**config.mk**
```make
export PLATFORM = sky130hd
export DESIGN_NAME = mdio_link_status_irq
export DESIGN_NICKNAME = d
export VERILOG_FILES = /design/src/verilog/sync2.v /design/src/verilog/event_bit.v /design/src/verilog/mdio_link_status_irq.v
export VERILOG_INCLUDE_DIRS = /design/src /design/src/verilog
export SDC_FILE = /design/constraint.sdc
export NUM_CORES = 1
export LEC_CHECK = 0
export ABC_CLOCK_PERIOD_IN_PS = 5900
export BUFFER_PORTS_ARGS = -buffer_cell sky130_fd_sc_hd__buf_2
export CORE_MARGIN = 2
export CORE_UTILIZATION = 43
export DETAILED_ROUTE_END_ITERATION = 10
export GPL_ROUTABILITY_DRIVEN = 0
export SKIP_CTS_REPAIR_TIMING = 1
export SLEW_MARGIN = 20
export SYNTH_ARGS = -nofsm -noshare
export SYNTH_HDL_FRONTEND = slang
export SYNTH_SLANG_ARGS = --single-unit
export TNS_END_PERCENT = 50
```
**constraint.sdc**
```tcl
create_clock -name aclk -period 5.9 [get_ports aclk]
set_input_delay 0.885 -clock aclk [delete_from_list [all_inputs] [get_ports aclk]]
set_output_delay 0.885 -clock aclk [all_outputs]
set_load 0.05 [all_outputs]
```
**src/verilog/link_irq_defines.vh**
```
`ifndef LINK_IRQ_DEFINES_VH
`define LINK_IRQ_DEFINES_VH

`define OFS_LINK_STATE    8'h00
`define OFS_CHANGE_RAW    8'h04
`define OFS_CHANGE_MASKED 8'h08
`define OFS_SELECT_SLOT0  8'h0C
`define OFS_SELECT_SLOT1  8'h10

`define SEL_ADDR_MSB      4
`define SEL_ADDR_LSB      0
`define SEL_IRQ_EN_BIT    6
`define SEL_RESET         32'h00000000
`define LINK_RESET        32'h00000000

`define RESP_OKAY         2'h0
`define RESP_SLVERR       2'h2

`define STATUS_REG_ADDR   5'h01
`define LINK_DATA_INDEX   5'h0D
`define HDR_LAST          5'h0C
`define DATA_LAST         5'h0F
`define SKIP_LAST         5'h11
`define OP_READ           2'h2

`endif

```
**src/verilog/sync2.v**
```verilog
`timescale 1ns/1ps
`default_nettype none
module sync2 (
  input  wire aclk,
  input  wire aresetn,
  input  wire ce,
  input  wire d,
  output reg  q
);
  reg meta_r;

  always @(posedge aclk) begin
    if (!aresetn) begin
      meta_r <= 1'b0;
      q      <= 1'b0;
    end else if (ce) begin
      meta_r <= d;
      q      <= meta_r;
    end
  end
endmodule // sync2
`default_nettype wire

```
**src/verilog/event_bit.v**
```verilog
`timescale 1ns/1ps
`default_nettype none
module event_bit (
  input  wire aclk,
  input  wire aresetn,
  input  wire ce,
  input  wire set,
  input  wire clr,
  output reg  q
);
  // Set wins so an event in the clearing cycle survives
  always @(posedge aclk) begin
    if (!aresetn) begin
      q <= 1'b0;
    end else if (ce) begin
      if (set) begin
        q <= 1'b1;
      end else if (clr) begin
        q <= 1'b0;
      end
    end
  end
endmodule // event_bit
`default_nettype wire

```
**src/verilog/mdio_link_status_irq.v**
```verilog
// Decided for this implementation: the register addresses and the AXI4-Lite interface to the registers.
`timescale 1ns/1ps
`default_nettype none
`include "link_irq_defines.vh"
module mdio_link_status_irq (
  input  wire        aclk,
  input  wire        aresetn,
  input  wire        ce,
  input  wire        mdc,
  input  wire        mdio_in,
  input  wire [7:0]  s_axi_awaddr,
  input  wire        s_axi_awvalid,
  output reg         s_axi_awready,
  input  wire [31:0] s_axi_wdata,
  input  wire [3:0]  s_axi_wstrb,
  input  wire        s_axi_wvalid,
  output reg         s_axi_wready,
  output reg  [1:0]  s_axi_bresp,
  output reg         s_axi_bvalid,
  input  wire        s_axi_bready,
  input  wire [7:0]  s_axi_araddr,
  input  wire        s_axi_arvalid,
  output reg         s_axi_arready,
  output reg  [31:0] s_axi_rdata,
  output reg  [1:0]  s_axi_rresp,
  output reg         s_axi_rvalid,
  input  wire        s_axi_rready,
  output reg         link_irq_r
);
  localparam [2:0] ST_IDLE = 3'h0;
  localparam [2:0] ST_HDR  = 3'h1;
  localparam [2:0] ST_TA   = 3'h2;
  localparam [2:0] ST_DATA = 3'h3;
  localparam [2:0] ST_SKIP = 3'h4;

  // Pins come from outside; two flops before use
  wire        mdc_s;
  wire        mdio_s;
  reg         mdc_prev_r;
  reg  [2:0]  state_r;
  reg  [4:0]  cnt_r;
  reg  [12:0] hdr_r;
  reg         ones_r;
  reg         ack_r;
  reg         link_bit_r;
  reg  [4:0]  cur_addr_r;
  reg         upd_r;
  reg  [4:0]  upd_addr_r;
  reg         upd_link_r;
  reg  [31:0] phy_link_state_r;
  reg  [31:0] phy_select_slot0_r;
  reg  [31:0] phy_select_slot1_r;
  wire        slot0_link_event;
  wire        slot1_link_event;
  wire        mdc_rise;
  wire [12:0] hdr_nxt;
  wire [4:0]  sel0_addr;
  wire [4:0]  sel1_addr;
  wire        en0;
  wire        en1;
  wire        change0;
  wire        change1;
  wire [1:0]  link_change_raw;
  wire [1:0]  link_change_masked;
  wire        wr_go;
  wire        clr_raw0;
  wire        clr_raw1;
  reg  [7:0]  aw_addr_r;
  reg  [31:0] w_data_r;
  reg  [3:0]  w_strb_r;
  reg  [31:0] rd_mux;
  reg         rd_hit;
  reg         wr_hit;

  sync2 u_sync_mdc (
    .aclk    (aclk),
    .aresetn (aresetn),
    .ce      (ce),
    .d       (mdc),
    .q       (mdc_s)
  );

  sync2 u_sync_mdio (
    .aclk    (aclk),
    .aresetn (aresetn),
    .ce      (ce),
    .d       (mdio_in),
    .q       (mdio_s)
  );

  assign mdc_rise = mdc_s & ~mdc_prev_r;
  assign hdr_nxt  = {hdr_r[11:0], mdio_s};

  // Watch frames on the wire; only generic status reads update state
  always @(posedge aclk) begin
    if (!aresetn) begin
      mdc_prev_r <= 1'b0;
      state_r    <= ST_IDLE;
      cnt_r      <= 5'h00;
      hdr_r      <= 13'h0000;
      ones_r     <= 1'b0;
      ack_r      <= 1'b0;
      link_bit_r <= 1'b0;
      cur_addr_r <= 5'h00;
      upd_r      <= 1'b0;
      upd_addr_r <= 5'h00;
      upd_link_r <= 1'b0;
    end else if (ce) begin
      mdc_prev_r <= mdc_s;
      upd_r      <= 1'b0;
      if (mdc_rise) begin
        case (state_r)
          ST_IDLE: begin
            // Start bit pair is 0 then 1 after idle ones
            if (mdio_s) begin
              ones_r <= 1'b1;
            end else if (ones_r) begin
              ones_r  <= 1'b0;
              cnt_r   <= 5'h00;
              state_r <= ST_HDR;
            end
          end
          ST_HDR: begin
            hdr_r <= hdr_nxt;
            cnt_r <= cnt_r + 5'h01;
            if (cnt_r == `HDR_LAST) begin
              cnt_r      <= 5'h00;
              cur_addr_r <= hdr_nxt[9:5];
              if (hdr_nxt[12] && hdr_nxt[11:10] == `OP_READ &&
                  hdr_nxt[4:0] == `STATUS_REG_ADDR) begin
                state_r <= ST_TA;
              end else begin
                // Unrelated frame; skip it so data cannot fake a start
                state_r <= ST_SKIP;
              end
            end
          end
          ST_TA: begin
            cnt_r <= cnt_r + 5'h01;
            if (cnt_r == 5'h01) begin
              // Silent PHY leaves the pulled-up line high
              ack_r   <= ~mdio_s;
              cnt_r   <= 5'h00;
              state_r <= ST_DATA;
            end
          end
          ST_DATA: begin
            cnt_r <= cnt_r + 5'h01;
            if (cnt_r == `LINK_DATA_INDEX) begin
              link_bit_r <= mdio_s;
            end
            if (cnt_r == `DATA_LAST) begin
              upd_r      <= 1'b1;
              upd_addr_r <= cur_addr_r;
              upd_link_r <= ack_r & link_bit_r;
              state_r    <= ST_IDLE;
            end
          end
          ST_SKIP: begin
            cnt_r <= cnt_r + 5'h01;
            if (cnt_r == `SKIP_LAST) begin
              state_r <= ST_IDLE;
            end
          end
          default: begin
            state_r <= ST_IDLE;
          end
        endcase
      end
    end
  end

  // Only the frame observer writes this; bus writes never reach it
  always @(posedge aclk) begin
    if (!aresetn) begin
      phy_link_state_r <= `LINK_RESET;
    end else if (ce && upd_r) begin
      phy_link_state_r[upd_addr_r] <= upd_link_r;
    end
  end

  assign sel0_addr = phy_select_slot0_r[`SEL_ADDR_MSB:`SEL_ADDR_LSB];
  assign sel1_addr = phy_select_slot1_r[`SEL_ADDR_MSB:`SEL_ADDR_LSB];
  assign en0       = phy_select_slot0_r[`SEL_IRQ_EN_BIT];
  assign en1       = phy_select_slot1_r[`SEL_IRQ_EN_BIT];
  assign change0   = upd_r && upd_addr_r == sel0_addr &&
                     phy_link_state_r[upd_addr_r] != upd_link_r;
  assign change1   = upd_r && upd_addr_r == sel1_addr &&
                     phy_link_state_r[upd_addr_r] != upd_link_r;

  // Write-one-to-clear through either view clears the raw event
  assign wr_go    = ~s_axi_awready & ~s_axi_wready & ~s_axi_bvalid;
  assign clr_raw0 = wr_go && w_strb_r[0] && w_data_r[0] &&
                    (aw_addr_r == `OFS_CHANGE_RAW ||
                     aw_addr_r == `OFS_CHANGE_MASKED);
  assign clr_raw1 = wr_go && w_strb_r[0] && w_data_r[1] &&
                    (aw_addr_r == `OFS_CHANGE_RAW ||
                     aw_addr_r == `OFS_CHANGE_MASKED);

  event_bit u_ev0 (
    .aclk    (aclk),
    .aresetn (aresetn),
    .ce      (ce),
    .set     (change0),
    .clr     (clr_raw0),
    .q       (slot0_link_event)
  );

  event_bit u_ev1 (
    .aclk    (aclk),
    .aresetn (aresetn),
    .ce      (ce),
    .set     (change1),
    .clr     (clr_raw1),
    .q       (slot1_link_event)
  );

  assign link_change_raw    = {slot1_link_event, slot0_link_event};
  assign link_change_masked = link_change_raw & {en1, en0};

  always @(posedge aclk) begin
    if (!aresetn) begin
      link_irq_r <= 1'b0;
    end else if (ce) begin
      link_irq_r <= |link_change_masked;
    end
  end

  // Read decode
  always @* begin
    rd_hit = 1'b1;
    rd_mux = 32'h00000000;
    case (s_axi_araddr)
      `OFS_LINK_STATE:    rd_mux = phy_link_state_r;
      `OFS_CHANGE_RAW:    rd_mux = {30'h00000000, link_change_raw};
      `OFS_CHANGE_MASKED: rd_mux = {30'h00000000, link_change_masked};
      `OFS_SELECT_SLOT0:  rd_mux = phy_select_slot0_r;
      `OFS_SELECT_SLOT1:  rd_mux = phy_select_slot1_r;
      default:            rd_hit = 1'b0;
    endcase
  end

  always @* begin
    case (aw_addr_r)
      `OFS_LINK_STATE:    wr_hit = 1'b1;
      `OFS_CHANGE_RAW:    wr_hit = 1'b1;
      `OFS_CHANGE_MASKED: wr_hit = 1'b1;
      `OFS_SELECT_SLOT0:  wr_hit = 1'b1;
      `OFS_SELECT_SLOT1:  wr_hit = 1'b1;
      default:            wr_hit = 1'b0;
    endcase
  end

  // Write channel: address and data taken in either order
  always @(posedge aclk) begin
    if (!aresetn) begin
      s_axi_awready      <= 1'b1;
      s_axi_wready       <= 1'b1;
      s_axi_bvalid       <= 1'b0;
      s_axi_bresp        <= `RESP_OKAY;
      aw_addr_r          <= 8'h00;
      w_data_r           <= 32'h00000000;
      w_strb_r           <= 4'h0;
      phy_select_slot0_r <= `SEL_RESET;
      phy_select_slot1_r <= `SEL_RESET;
    end else if (ce) begin
      if (s_axi_awvalid && s_axi_awready) begin
        aw_addr_r     <= s_axi_awaddr;
        s_axi_awready <= 1'b0;
      end
      if (s_axi_wvalid && s_axi_wready) begin
        w_data_r     <= s_axi_wdata;
        w_strb_r     <= s_axi_wstrb;
        s_axi_wready <= 1'b0;
      end
      if (wr_go) begin
        s_axi_bvalid <= 1'b1;
        s_axi_bresp  <= wr_hit ? `RESP_OKAY : `RESP_SLVERR;
        // Only the documented fields are writable; rest stays zero
        if (aw_addr_r == `OFS_SELECT_SLOT0 && w_strb_r[0]) begin
          phy_select_slot0_r[`SEL_ADDR_MSB:`SEL_ADDR_LSB] <= w_data_r[4:0];
          phy_select_slot0_r[`SEL_IRQ_EN_BIT] <= w_data_r[6];
        end
        if (aw_addr_r == `OFS_SELECT_SLOT1 && w_strb_r[0]) begin
          phy_select_slot1_r[`SEL_ADDR_MSB:`SEL_ADDR_LSB] <= w_data_r[4:0];
          phy_select_slot1_r[`SEL_IRQ_EN_BIT] <= w_data_r[6];
        end
      end
      if (s_axi_bvalid && s_axi_bready) begin
        s_axi_bvalid  <= 1'b0;
        s_axi_awready <= 1'b1;
        s_axi_wready  <= 1'b1;
      end
    end
  end

  // Read channel: one outstanding read, data captured at the handshake
  always @(posedge aclk) begin
    if (!aresetn) begin
      s_axi_arready <= 1'b1;
      s_axi_rvalid  <= 1'b0;
      s_axi_rdata   <= 32'h00000000;
      s_axi_rresp   <= `RESP_OKAY;
    end else if (ce) begin
      if (s_axi_arvalid && s_axi_arready) begin
        s_axi_arready <= 1'b0;
        s_axi_rvalid  <= 1'b1;
        s_axi_rdata   <= rd_mux;
        s_axi_rresp   <= rd_hit ? `RESP_OKAY : `RESP_SLVERR;
      end else if (s_axi_rvalid && s_axi_rready) begin
        s_axi_rvalid  <= 1'b0;
        s_axi_arready <= 1'b1;
      end
    end
  end
endmodule // mdio_link_status_irq
`default_nettype wire

```
==> results.toml <==
[outcome]
status = "completed"

[global_routing]
antenna_found_initial = 0
grt_start_max_net_pins = 81
gr-total-overflow = 0
grt_pass1_wl_um = 23730
gr-usage-all-layers_pct = 18.31
grt_pass1_vias = 4817

[worst_setup_path]
cp_cell_sequence = "buf_2 -> nand3_2 -> nor3_4 -> nor3b_4 -> buf_4 -> a22oi_1 -> nor2_1"
startpoint_type = "input port"
crit_required_ps = 6250
slowest_delay_ps = 820
endpoint_kind = "flop"
crit_type = "input port to flop"
cp_data_arrival_time_ps = 3620
path_max_fanout = 33
slowest_stage = "nand3_2"

[power_and_ir_drop]
finalPower_uw = 2317
power.density_nw_per_um2 = 308.8
leakage_uw = 0.003061
irDropWorstVdd_mv = 0.2010
pwr-share-seq_pct = 41.9
power.clock.fraction_pct = 54.6
intPower_uw = 1843
swShare_pct = 20.45
p_sw_uw = 473.8
p_comb_share_pct = 3.6

[synthesis]
yosysSeqAreaShare_pct = 43.92
synth_top_area_share_pct = 43.92
synth.most_common_cell = "dfxtp_1"
synth_commonest_cells = "dfxtp_1, nor2_1, mux2i_1"
synth_area_leaders = "dfxtp_1, mux2i_1, nor2_1"
async_flop_share_pct = 0
synth-seq-cells = 141
synth_edf_count = 0
syn_area_sq_um = 6427
synthFlopType = "dfxtp_1"
ys_types = 66
syn_inst = 697
synth_largest_area_cell = "dfxtp_1"
syn_avg_cell_area_sq_um = 9.222
ys_warn_count = 0

[drt]
routedWlPerCell_um = 15.29
first_pass_iters = 5
wl_um = 14390
ant_nets = 0
drcViolationCount = 0
drtIter0Drc = 360
viasPerCell = 5.456
vias = 5134

[die]
num_rows = 44
ioPinCount = 104
die_y_um = 126.3
die_area_sq_um = 15940
start_util_pct = 44.06
die_x_um = 126.3
core_sq_um = 14590

[sta]
period_share_pct = 55.42
max_clock_freq_mhz = 305.8
fin_crit_ps = 3270
rsz0062_at_grt = "false"
tns_ps = 0
finClkSkew_ps = 7.629
finalHoldViolCount = 0
worst_pin_slew_ps = 947.1
relSlewSlack_pct = 36.86
finalSetupViolations = 0
finalMaxSlewViolations = 0

[layout]
stdcell_area_sq_um = 7503
final_cells = 941
drive_gt1_share_pct = 21.66
fin_nets = 810
syn2layout_area_growth_pct = 16.74
diodes = 0
fillCellCount = 1325

[clock_tree]
clkTransAtPathRegs_ps = 60
cts_sinks = 141
numCtsBuffers = 17
insertion_delay_ps = 420
cts.htree.levels = 4
cts_tree = "yes"
clock_tree.root_cell = "clkbuf_16"
cts_buffer_depth = 2

[worst_hold_path]
min_path_type = "flop to flop"

[placed_design]
dp_hpwl_um = 9713
portBuffers = 72
placed_cell_area_sq_um = 6805
dp_cells = 909

[run]
max_cap_viol_count = 0
==> metrics by stage <==
step / util [%] / hold slack [ps] / setup slack (ps)
3_3_place_gp: 46.65 / 448.3 / 2223
6_report: 51.43 / 461.8 / 2630
3_5_place_dp: 46.65 / 458.7 / 2159
5_1_grt: 51.43 / 490.4 / 2389
4_1_cts: 51.42 / 468.4 / 2595
2_1_floorplan: - / 454.7 / 3470
==> per-layer routing <==
metal  vias to the layer above  share of wire [%]  wire length, um  global-route usage (%)
met5                         -                  0                0                       0
met2                       144                 44             6274                   27.45
met3                        27                5.7              821                   5.395
met1                      2417                 49             7007                   24.89
met4                         0                2.0              285                   7.111
li1                       2546                  -                -                       -
==> flip-flops by register name, summed over array words and instances, names as in the netlist, 3 cells and up <==
register / cells
hdr_r: 12
w_data_r: 6
phy_select_slot0_r: 6
state_r: 3
cur_addr_r: 5
phy_select_slot1_r: 6
s_axi_rdata: 32
cnt_r: 5
upd_addr_r: 5
aw_addr_r: 8
phy_link_state_r: 32
==> power groups by stage <==
stage                     Sequential, uW  Clock [uW]  Combinational, uW
after global placement               990           0               81.3
final                                970        1260               82.7
after CTS                            970        1280               83.4
after floorplan                      999           0               52.0
after detailed placement             991           0               83.2
after global routing                 971        1320               90.4
==> worst max-delay path: cells and delay by family <==
| kind | cells | cell delay [ps] |
|---|---|---|
| and+or+nand+nor | 4 | 1810 |
| buffers and inverters | 2 | 760 |
| AOI/OAI and AO/OA | 1 | 120 |
==> cells by family (layout without fill, tap and decap cells) <==
family / Yosys count / after routing / share of synthesized area (%)
other: 1 / 2 / 0.05834
muxes: 95 / 95 / 15.22
buffers and inverters: 55 / 114 / 4.166
DFF: 141 / 141 / 43.92
xor gates and xnor gates: 11 / 11 / 1.499
and+or+nand+nor: 272 / 272 / 20.93
adders and majority gates: 4 / 4 / 0.7787
AOI/OAI and AO/OA: 118 / 118 / 13.43
==> cells in the final DEF (no fill, tap or decap), types with 5 or more instances in the layout <==
cell / synthesis / layout
mux2i_1: 91 / 91
nand2_1: 48 / 48
dfxtp_1: 141 / 140
nor2_2: 20 / 20
bufinv_16: 0 / 7
inv_1: 6 / 6
a21oi_1: 27 / 27
nand4_1: 6 / 6
a22oi_2: 20 / 20
a22oi_1: 13 / 13
nand2b_1: 5 / 5
nor3b_1: 5 / 5
o21ai_0: 26 / 26
nand3b_1: 6 / 6
nor2_1: 118 / 118
xnor2_1: 11 / 11
or3_1: 6 / 6
buf_2: 5 / 72
nor3_1: 12 / 12
nand3_1: 20 / 20
clkbuf_16: 0 / 17
==> worst paths after layout <==
path                    end  slack, ps            from  cells past startpoint
max          s_axi_rdata[9]       2630              ce                      7
min          s_axi_rdata[0]        460  s_axi_rdata[0]                      2
max reg2reg  s_axi_rdata[9]       3220   s_axi_arready                      6
min reg2reg  s_axi_rdata[0]        460  s_axi_rdata[0]                      2
==> layout make-up <==
class	count	area, sq um	area share, %
Inverter	7	28.78	0.3835
Multi-Input combinational cell	502	3341	44.52
Tap cell	184	230.2	3.068
Sequential cell	141	2824	37.64
Clock inverter	11	236.5	3.152
Timing Repair Buffer	75	382.9	5.103
Clock buffer	21	460.4	6.136
Note: power is estimated with default switching activity, not from simulation.
